--- src/hdl/gcs_regs.vh ---
`ifndef GCS_REGS_VH
`define GCS_REGS_VH

// internal i/o addresses
`define GCS_ADDR_CTRL        8'h00
`define GCS_ADDR_CPU_ID      8'h2E
`define GCS_ADDR_REV_ID      8'h2F

// control/status field positions
`define GCS_STAT_HI          7
`define GCS_STAT_LO          6
`define GCS_FORCE_BIT        5
`define GCS_SEL_HI           4
`define GCS_SEL_LO           2
`define GCS_PRIO_HI          1
`define GCS_PRIO_LO          0

// cause codes in bits 7:6
`define GCS_CAUSE_NONE       2'h0
`define GCS_CAUSE_WDOG       2'h1
`define GCS_CAUSE_RESET      2'h3

// clock select reset value and codes
`define GCS_SEL_RESET        3'h0
`define GCS_SEL_BOTH_DIV8    3'h0
`define GCS_SEL_CPU_DIV8     3'h1
`define GCS_SEL_UNDIV_A      3'h2
`define GCS_SEL_UNDIV_B      3'h3
`define GCS_SEL_SLOW_A       3'h4
`define GCS_SEL_SLOW_OFF_A   3'h5
`define GCS_SEL_SLOW_B       3'h6
`define GCS_SEL_SLOW_OFF_B   3'h7

// periodic interrupt priority
`define GCS_PRIO_RESET       2'h0
`define GCS_PRIO_OFF         2'h0

// main path divider: 3 bits gives divide by eight
`define GCS_DIV8_W           3
`define GCS_DIV8_LAST        3'h7

// periodic request every 16 slow oscillator periods
`define GCS_PER_W            4
`define GCS_PER_LAST         4'hF

// identity fields
`define GCS_ID_W             5
`define GCS_BYTE_ZERO        8'h00

`endif

--- src/hdl/gcs_top.v ---
`include "gcs_regs.vh"

module gcs_top #(
  parameter [4:0] CPU_ID = 5'h0A,  // arbitrary value
  parameter [4:0] REV_ID = 5'h01   // arbitrary value
) (
  // clock and reset
  input  wire       clk,
  input  wire       rst_n,
  // oscillator pins
  input  wire       osc_main,
  input  wire       osc_slow,
  // internal i/o register port
  input  wire [7:0] io_addr,
  input  wire       io_rd,
  input  wire       io_wr,
  input  wire [7:0] io_wdata,
  output reg  [7:0] io_rdata,
  // event from the watchdog
  input  wire       wdog_timeout,
  // clock path controls
  input  wire       doubler_enable,
  input  wire       clk_pin_enable,
  input  wire       clk_pin_halve,
  input  wire       clk_pin_gpo,
  // clock outputs
  output reg        cpu_tick,
  output reg        periph_tick,
  output reg        slow_tick,
  output reg        main_osc_enable,
  output reg        clk_pin,
  // periodic interrupt
  output reg        periodic_req,
  output reg  [1:0] periodic_prio
);

  // oscillator pin synchronisers
  wire [1:0] osc_pin;
  reg  [1:0] osc_meta;
  reg  [1:0] osc_sync;
  reg  [1:0] osc_prev;

  assign osc_pin = {osc_slow, osc_main};

  genvar i;
  generate
    for (i = 0; i < 2; i = i + 1) begin : g_sync
      always @(posedge clk) begin
        if (!rst_n) begin
          osc_meta[i] <= 1'b0;
          osc_sync[i] <= 1'b0;
          osc_prev[i] <= 1'b0;
        end else begin
          osc_meta[i] <= osc_pin[i];
          osc_sync[i] <= osc_meta[i];
          osc_prev[i] <= osc_sync[i];
        end
      end
    end
  endgenerate

  wire main_rise = osc_sync[0] & ~osc_prev[0];
  wire main_any  = osc_sync[0] ^ osc_prev[0];
  wire slow_rise = osc_sync[1] & ~osc_prev[1];

  // control state
  reg [1:0] cause;
  reg [2:0] clk_sel;
  reg       pending;

  // register port decode
  wire ctrl_hit = (io_addr == `GCS_ADDR_CTRL);
  wire ctrl_rd  = io_rd & ctrl_hit;
  wire ctrl_wr  = io_wr & ctrl_hit;

  // clock select decode, one row per select code
  reg sel_slow;
  reg sel_off;
  reg cpu_div;
  reg per_div;

  always @* begin
    sel_slow = 1'b0;
    sel_off  = 1'b0;
    cpu_div  = 1'b0;
    per_div  = 1'b0;
    case (clk_sel)
      `GCS_SEL_BOTH_DIV8: begin
        cpu_div = 1'b1;
        per_div = 1'b1;
      end
      `GCS_SEL_CPU_DIV8: begin
        cpu_div = 1'b1;
      end
      `GCS_SEL_UNDIV_A: begin
        cpu_div = 1'b0;
      end
      `GCS_SEL_UNDIV_B: begin
        cpu_div = 1'b0;
      end
      `GCS_SEL_SLOW_A: begin
        sel_slow = 1'b1;
      end
      `GCS_SEL_SLOW_OFF_A: begin
        sel_slow = 1'b1;
        sel_off  = 1'b1;
      end
      `GCS_SEL_SLOW_B: begin
        sel_slow = 1'b1;
      end
      `GCS_SEL_SLOW_OFF_B: begin
        sel_slow = 1'b1;
        sel_off  = 1'b1;
      end
      default: begin
        sel_slow = 1'b0;
      end
    endcase
  end

  // main oscillator path
  reg  [2:0] div8_cnt;
  wire       main_edge;
  wire       div8_tick;

  // a stopped oscillator must not leak edges from a stale pin
  assign main_edge = main_osc_enable &
                     (doubler_enable ? main_any : main_rise);
  assign div8_tick = main_edge & (div8_cnt == `GCS_DIV8_LAST);

  always @(posedge clk) begin
    if (!rst_n) begin
      div8_cnt <= {`GCS_DIV8_W{1'b0}};
    end else if (!main_osc_enable) begin
      // a restarted main oscillator begins a full divide period
      div8_cnt <= {`GCS_DIV8_W{1'b0}};
    end else if (main_edge) begin
      div8_cnt <= div8_cnt + 3'h1;
    end
  end

  // processor and peripheral clock selection
  reg next_cpu_tick;
  reg next_periph_tick;

  always @* begin
    if (sel_slow) begin
      next_cpu_tick    = slow_rise;
      next_periph_tick = slow_rise;
    end else begin
      next_cpu_tick    = cpu_div ? div8_tick : main_edge;
      next_periph_tick = per_div ? div8_tick : main_edge;
    end
  end

  always @(posedge clk) begin
    if (!rst_n) begin
      cpu_tick <= 1'b0;
    end else begin
      cpu_tick <= next_cpu_tick;
    end
  end

  always @(posedge clk) begin
    if (!rst_n) begin
      periph_tick <= 1'b0;
    end else begin
      periph_tick <= next_periph_tick;
    end
  end

  // watchdog and time counter keep their clock whatever the select
  always @(posedge clk) begin
    if (!rst_n) begin
      slow_tick <= 1'b0;
    end else begin
      slow_tick <= slow_rise;
    end
  end

  // registered so a select write cannot chop the oscillator enable
  always @(posedge clk) begin
    if (!rst_n) begin
      main_osc_enable <= 1'b1;
    end else begin
      main_osc_enable <= ~sel_off;
    end
  end

  // clock pin: levels advance only on processor ticks
  reg cpu_level;
  reg half_level;
  reg next_clk_pin;

  always @(posedge clk) begin
    if (!rst_n) begin
      cpu_level <= 1'b0;
    end else if (cpu_tick) begin
      cpu_level <= ~cpu_level;
    end
  end

  // halving on the rising level keeps the pin edges on processor ticks
  always @(posedge clk) begin
    if (!rst_n) begin
      half_level <= 1'b0;
    end else if (cpu_tick & ~cpu_level) begin
      half_level <= ~half_level;
    end
  end

  always @* begin
    if (!clk_pin_enable) begin
      next_clk_pin = clk_pin_gpo;
    end else if (clk_pin_halve) begin
      next_clk_pin = half_level;
    end else begin
      next_clk_pin = cpu_level;
    end
  end

  always @(posedge clk) begin
    if (!rst_n) begin
      clk_pin <= 1'b0;
    end else begin
      clk_pin <= next_clk_pin;
    end
  end

  // periodic interrupt timebase from the slow oscillator
  reg  [3:0] per_cnt;
  wire       per_event = slow_rise & (per_cnt == `GCS_PER_LAST);

  always @(posedge clk) begin
    if (!rst_n) begin
      per_cnt <= {`GCS_PER_W{1'b0}};
    end else if (slow_rise) begin
      per_cnt <= per_cnt + 4'h1;
    end
  end

  // control register writes
  wire [1:0] next_prio = ctrl_wr ? io_wdata[`GCS_PRIO_HI:`GCS_PRIO_LO] : periodic_prio;

  always @(posedge clk) begin
    if (!rst_n) begin
      clk_sel       <= `GCS_SEL_RESET;
      periodic_prio <= `GCS_PRIO_RESET;
    end else begin
      periodic_prio <= next_prio;
      if (ctrl_wr) begin
        clk_sel <= io_wdata[`GCS_SEL_HI:`GCS_SEL_LO];
      end
    end
  end

  // pending request: a new event beats a clearing read
  wire force_hit    = ctrl_wr & io_wdata[`GCS_FORCE_BIT];
  wire req_set      = per_event | force_hit;
  wire next_pending = req_set | (pending & ~ctrl_rd);

  always @(posedge clk) begin
    if (!rst_n) begin
      pending <= 1'b0;
    end else begin
      pending <= next_pending;
    end
  end

  // request and priority move on one edge, so a disabled priority never shows a request
  always @(posedge clk) begin
    if (!rst_n) begin
      periodic_req <= 1'b0;
    end else begin
      periodic_req <= next_pending & (next_prio != `GCS_PRIO_OFF);
    end
  end

  // cause bits: reset loads 11, watchdog 01, read clears
  reg [1:0] next_cause;

  always @* begin
    next_cause = cause;
    if (ctrl_rd) begin
      next_cause = `GCS_CAUSE_NONE;
    end
    if (wdog_timeout) begin
      // an unread reset cause stays 11 so 10 can never form
      if (ctrl_rd || cause != `GCS_CAUSE_RESET) begin
        next_cause = `GCS_CAUSE_WDOG;
      end
    end
  end

  always @(posedge clk) begin
    if (!rst_n) begin
      cause <= `GCS_CAUSE_RESET;
    end else begin
      cause <= next_cause;
    end
  end

  // read data
  reg [7:0] next_rdata;

  always @* begin
    case (io_addr)
      `GCS_ADDR_CTRL: begin
        // write-only fields and bit 5 read as zero
        next_rdata = {cause, 6'h00};
      end
      `GCS_ADDR_CPU_ID: begin
        next_rdata = {3'h0, CPU_ID};
      end
      `GCS_ADDR_REV_ID: begin
        next_rdata = {3'h0, REV_ID};
      end
      default: begin
        next_rdata = `GCS_BYTE_ZERO;
      end
    endcase
  end

  always @(posedge clk) begin
    if (!rst_n) begin
      io_rdata <= `GCS_BYTE_ZERO;
    end else if (io_rd) begin
      io_rdata <= next_rdata;
    end
  end

endmodule

--- config.mk ---
export PLATFORM = sky130hd
export DESIGN_NAME = gcs_top
export DESIGN_NICKNAME = d
export VERILOG_FILES = /design/src/hdl/gcs_top.v
export VERILOG_INCLUDE_DIRS = /design/src /design/src/hdl
export SDC_FILE = /design/constraint.sdc
export NUM_CORES = 1
export LEC_CHECK = 0
export ABC_AREA = 0
export BUFFER_PORTS_ARGS = -buffer_cell sky130_fd_sc_hd__buf_2
export CAP_MARGIN = 20
export CORE_MARGIN = 4
export CORE_UTILIZATION = 35
export DETAILED_ROUTE_END_ITERATION = 16
export PLACE_DENSITY = 0.64
export SLEW_MARGIN = 15
export SYNTH_ARGS = -nofsm -noshare
export SYNTH_HDL_FRONTEND = slang
export SYNTH_SLANG_ARGS = --single-unit
--- constraint.sdc ---
create_clock -name clk -period 2 [get_ports clk]
set_clock_uncertainty 0.15 [all_clocks]
set_input_delay 0.2 -clock clk [delete_from_list [all_inputs] [get_ports clk]]
set_output_delay 0.2 -clock clk [all_outputs]
set_load 0.02 [all_outputs]
==> results of run 1 <==
==> final cells by class <==
type                       instances  share of cell area (%)
multi-input combinational         95                   35.97
clock inverter                     1                   1.713
sequential                        33                   37.69
inverter                           6                   1.285
clock buffer                       7                   4.925
tap                               48                   3.426
timing repair buffer              44                   14.99
==> cell families after synthesis <==
group | count (synthesis)
AO/OA/AOI/OAI | 18
multiplexers | 9
other | 1
flip-flops | 33
AND/OR/NAND/NOR | 55
buffers and inverters | 14
adder cells (fa/ha/maj) | 4
XOR/XNOR | 6
==> report_power, final <==
part           total, mW  internal [mW]  switching [mW]
clock network      0.627          0.406           0.221
logic             0.0966         0.0451          0.0515
registers          0.676          0.670         0.00602
==> routing by layer <==
layer  up-vias  wire [um]  GRT usage [%]
met2        34       1280          19.83
met1       510       1148          12.45
met3         2        223          6.043
met4         0         16          4.681
met5         -          0              0
li1        562          -              -
==> worst min path at each step <==
stage              startpoint                       to  slack (ps)
3_3_place_gp   clk_pin_enable       clk_pin$_SDFF_PN0_         250
4_1_cts           io_wdata[2]  clk_sel[0]$_SDFFE_PN0N_          10
2_1_floorplan  clk_pin_enable       clk_pin$_SDFF_PN0_         150
3_5_place_dp   clk_pin_enable       clk_pin$_SDFF_PN0_         250
5_1_grt           io_wdata[2]  clk_sel[0]$_SDFFE_PN0N_          20
6_report          io_wdata[2]  clk_sel[0]$_SDFFE_PN0N_          20
==> synthesized netlist by cell type, drive strengths merged (2+ instances only) <==
master  number
a22oi        2
nor2        21
xor2         3
nor2b        2
nor3         4
xnor2        3
mux2i        9
and2         7
buf          5
nand3        4
a21oi        2
dfxtp       33
o21a         2
inv          6
o21ai        5
ha           4
a211oi       2
clkbuf       3
a31oi        2
nand2        8
==> layout by cell type (no fill, tap or decap), drive strengths merged <==
cell / count
buf: 39
dfxtp: 33
nor2: 21
mux2i: 9
nand2: 8
and2: 7
clkbuf: 7
inv: 6
dlygate4sd3: 5
o21ai: 5
nand3: 4
ha: 4
nor3: 4
xor2: 3
xnor2: 3
conb: 3
a211oi: 2
nor2b: 2
a31oi: 2
a21oi: 2
a22oi: 2
o21a: 2
nand4: 1
or4: 1
or4b: 1
nor4: 1
nor4b: 1
nand4b: 1
o32ai: 1
and3: 1
o211ai: 1
and4: 1
nand3b: 1
a32oi: 1
bufinv: 1
==> worst min-delay path, cell delays in order <==
cell and delay (ps):
buf_2 80, mux2i_1 70, nor2_2 70
==> repair_timing <==
action                    CTS  global route
hold endpoints to repair    5             0
hold buffers                5             0
resized for setup           0             0
==> per-stage QoR <==
| stage | setup WS [ps] | power [mW] |
|---|---|---|
| after global routing | 388.3 | 1.464 |
| final | 472.5 | 1.399 |
| after detailed placement | 191.2 | 0.7807 |
| after CTS | 469.5 | 1.423 |
| after floorplan | 359.6 | 0.7443 |
| after global placement | 242.6 | 0.7764 |
==> sequential cells by signal (all words and copies together) (netlist names), 2 cells and up <==
name / flops
io_rdata: 4
clk_sel: 3
osc_prev: 2
div8_cnt: 3
osc_sync: 2
cause: 2
per_cnt: 4
osc_meta: 2
periodic_prio: 2
==> results.yml, run 1 <==
synth:
  ys_seq_elements: 33
  synth-xor-area-share_pct: 3.889
  synth-main-ff-cell: "dfxtp_1"
  avgSynthCellArea_sq_um: 9.652
  yosysWarnings: 0
  synth_top_cell_by_area: "dfxtp_1"
  synth_top_family_by_area: "simple AND/OR/NAND/NOR gates"
  synth-adder-area-share_pct: 3.704
  synth.top_cell.area_share_pct: 48.89
  seq_area_frac_synth_pct: 48.89
  synth_edf_count: 0
  synthSimpleGateAreaFrac_pct: 22.87
  ys_types: 37
  synth_compound_area_share_pct: 8.704
  syn-cell-area_sq_mm: 0.001351
  synthTopCellsByArea: "dfxtp_1, mux2i_1, nor2_1"
  netlist_instances: 140
  async_flop_share_pct: 0
  synth_mux_area_share_pct: 6.667
worst_setup_path:
  cp_slowest_cell: "o211ai_1"
  reg2reg_slack_ps: 470
  crit_fanout: 5
  crit_buf_inv: 1
  path_cells: "inv_1 -> ha_1 -> o211ai_1 -> nor3_1 -> o21a_1"
  crit_start: "osc_prev[0]$_SDFF_PN0_"
  critPathMaxStageDelay_ps: 460
  worstPathRequired_ps: 2020
  crit_path_start_kind: "flop"
  crit_path_end_kind: "flop"
  critPathKind: "flop to flop"
  r2r_end: "cpu_tick$_SDFF_PN0_"
  path_delay_family: "compound AO/OA/AOI/OAI gates"
  cp.depth: 5
  reg2regPathDepth: 5
  crit_arrival_ps: 1550
  reg2reg_from: "osc_prev[0]$_SDFF_PN0_"
  crit_path_end: "cpu_tick$_SDFF_PN0_"
finish:
  multi_input_area_sq_um: 630.6
  syn_to_final_growth_pct: 29.72
  antenna_cells: 0
  drive_gt1_share_pct: 29.03
  fill_cells: 372
  postLayoutCoreUtil_pct: 47.52
  stdcell_area_sq_mm: 0.001753
  fin_nets: 216
  fin_cells: 234
  ff_latch_area_sq_um: 660.6
floorplan:
  initial_core_util_pct: 36.64
  die_x_um: 70.14
  die-area_sq_mm: 0.004919
  row_count: 22
  io_pins: 43
  die_h_um: 70.14
  core_area_sq_mm: 0.003689
power_and_ir_drop:
  powerDensity_mw_per_mm2: 798.2
  ir_drop_uv: 384.8
  cellLeakagePower_nw: 0.7808
timing:
  period_minus_slack_ps: 1527
  final.setup.tns_ps: 0
  hold_viol: 0
  fmax_ghz: 0.6547
  slew_headroom_pct: 62.15
  setup_viol: 0
  rsz0062_at_grt: "false"
  period_share_pct: 76.37
  finalHoldWorstSlack_ps: 22.35
  tightest_slew_ps: 567.2
  slew_violations: 0
global_route:
  antenna_found_initial: 0
  grt_max_degree: 17
  grt_overflow_total: 0
  grtUsageTotal_pct: 11.79
  grt_pass1_vias: 1127
  grt_pass1_wl_um: 4678
drt:
  drt_iter0_markers: 23
  ant_nets: 0
  drc: 0
  routed_via_density: 4.735
  dr_total_vias: 1108
  wl_um: 2668
  routedWlPerCell_um: 11.40
  drtPass1Iterations: 4
cts:
  cts-root-buf: "clkbuf_8"
  post_cts_buffers: 0
  clkLatencyLatePin_ps: 280
  clock_sinks: 33
  clk_pin_slew_ps: 60
  cts_buffers: 5
  cts.path.max_buffers: 2
  cts_tree: "yes"
  htree_levels: 2
worst_hold_path:
  hold_class: "primary input to flop"
  whs_path_depth: 3
placement:
  io_buffers: 37
  placed_area_sq_mm: 0.001587
  gp_congestion: 0.7788
  hpwl_um: 2100
  dp_cells: 221
run_status:
  outcome: "completed"
job:
  maxCapViolCount: 0
Note: power is estimated with default switching activity, not from simulation.
==> inputs of run 2 (changes only) <==
--- a/config.mk
+++ b/config.mk
@@ -12,7 +12,7 @@
 export CORE_MARGIN = 4
 export CORE_UTILIZATION = 35
 export DETAILED_ROUTE_END_ITERATION = 16
-export PLACE_DENSITY = 0.64
+export PLACE_DENSITY = 0.67
 export SLEW_MARGIN = 15
 export SYNTH_ARGS = -nofsm -noshare
 export SYNTH_HDL_FRONTEND = slang
==> constraint.sdc (replaced) <==
create_clock -name clk -period 1.3 [get_ports clk]
set_clock_uncertainty 0.15 [all_clocks]
set_input_delay 0.13 -clock clk [delete_from_list [all_inputs] [get_ports clk]]
set_output_delay 0.13 -clock clk [all_outputs]
set_load 0.02 [all_outputs]
==> results.yml, run 2 (synthesis results as in run 1) <==
worst_setup_path:
  crit_top_cell: "buf_6"
  reg2reg_from: "osc_prev[0]$_SDFF_PN0_"
  cp_slowest_cell: "or4_4"
  crit_path_start_kind: "primary input"
  crit_arrival_ps: 1430
  critPathKind: "primary input to flop"
  crit_fanout: 4
  worstPathRequired_ps: 1330
  crit_start: "io_addr[2]"
  path_cells: "buf_6 -> or4_4 -> nor3_4 -> buf_6 -> mux2i_2 -> nor2_2"
  critPathMaxStageDelay_ps: 540
  crit_path_end_kind: "flop"
timing:
  period_share_pct: 108.2
  final.setup.tns_ps: -840.2
  hold_viol: 0
  fmax_ghz: 0.7110
  rsz0062_at_grt: "true"
  slew_violations: 0
  period_minus_slack_ps: 1406
  setup_slack_ps: -106.5
  setup_viol: 11
drt:
  drc: 0
  wl_um: 2802
  routedWlPerCell_um: 10.78
  routed_via_density: 4.496
  drt_iter0_markers: 28
  ant_nets: 0
  dr_total_vias: 1169
  drtPass1Iterations: 5
cts:
  htree_levels: 2
  clock_sinks: 33
  cts.path.max_buffers: 2
  clkLatencyLatePin_ps: 280
  cts_buffers: 5
  clk_pin_slew_ps: 60
  cts_tree: "yes"
  cts-root-buf: "clkbuf_8"
finish:
  final_common_cell: "buf_2"
  postLayoutCoreUtil_pct: 54.14
  syn_to_final_growth_pct: 47.78
  fin_nets: 242
  antenna_cells: 0
  reg_top3: "io_rdata (4), per_cnt (4)"
  final_cell_mix: "buf_2, dfxtp_1, buf_4, nor2_1, dlygate4sd3_1"
  stdcell_area_sq_mm: 0.001997
  drive_gt1_share_pct: 40.09
global_route:
  grt_pass1_wl_um: 4747
  grtUsageTotal_pct: 11.95
  grt_pass1_vias: 1181
  antenna_found_initial: 0
  grt_overflow_total: 0
  grt_max_degree: 11
power_and_ir_drop:
  ir_drop_uv: 508.9
  cellLeakagePower_nw: 0.9056
  powerDensity_mw_per_mm2: 1111
worst_hold_path:
  min_from: "clk_pin_halve"
  hold_class: "primary input to flop"
floorplan:
  die-area_sq_mm: 0.004919
  row_count: 22
  core_area_sq_mm: 0.003689
  io_pins: 43
  initial_core_util_pct: 36.64
  die_h_um: 70.14
  die_x_um: 70.14
placement:
  dp_worst_setup_slack_ps: -388.5
  gp_congestion: 0.7268
  hpwl_um: 2070
  placed_area_sq_mm: 0.001734
  io_buffers: 37
job:
  maxCapViolCount: 0
run_status:
  violations: "negative setup slack"
  outcome: "complete, but fails checks"
## run 2: final timing paths
check	slack [ps]	depth (start not counted)	to
min	70	3	clk_pin$_SDFF_PN0_
max reg2reg	-100	7	div8_cnt[1]$_SDFFE_PN0P_
min reg2reg	270	1	main_osc_enable$_SDFF_PN1_
max	-110	6	periodic_prio[1]$_SDFF_PN0_
## run 2: layout make-up
| class | instances | area (sq um) |
|---|---|---|
| Clock buffer | 7 | 86.33 |
| Clock inverter | 1 | 30.03 |
| Fill cell | 340 | 1692 |
| Inverter | 6 | 22.52 |
| Multi-Input combinational cell | 95 | 658.1 |
| Sequential cell | 33 | 665.6 |
| Tap cell | 48 | 60.06 |
| Timing Repair Buffer | 70 | 474.2 |
## run 2: timing repair
item,4_1_cts,5_1_grt
endpoints found under the hold margin,11,0
gates resized for setup,8,3
pin swaps,6,4
hold buffers,11,0
endpoints found under the setup margin,11,15
buffers inserted,1,0
## run 2: power breakdown
group | internal (mW) | leakage (nW) | switching [mW]
sequential | 1.03 | 0.269 | 0.00939
combinational | 0.114 | 0.578 | 0.0914
clock | 0.624 | 0.0585 | 0.348
## run 2: critical path: cells and delay by family
family	cells	cell delay (ps)
mux	1	230
simple gates	3	820
buf+inv	2	240
## run 2: per-stage QoR
stage               cells  hold WS, ps  power (mW)
floorplan             142        75.61       1.148
detailed placement    240        182.3       1.234
global route          260        80.30       2.310
CTS                   260        61.02       2.255
finish                260        67.20       2.218
global placement      240        182.9       1.231
## run 2: layer usage
metal	vias up	global-route usage, %	wire length [um]	share of wire (%)
met3	5	3.741	221	7.9
met2	33	20.36	1358	48
met4	0	7.021	58	2.1
met1	520	12.92	1164	42
li1	611	-	-	-
met5	-	0	0	0
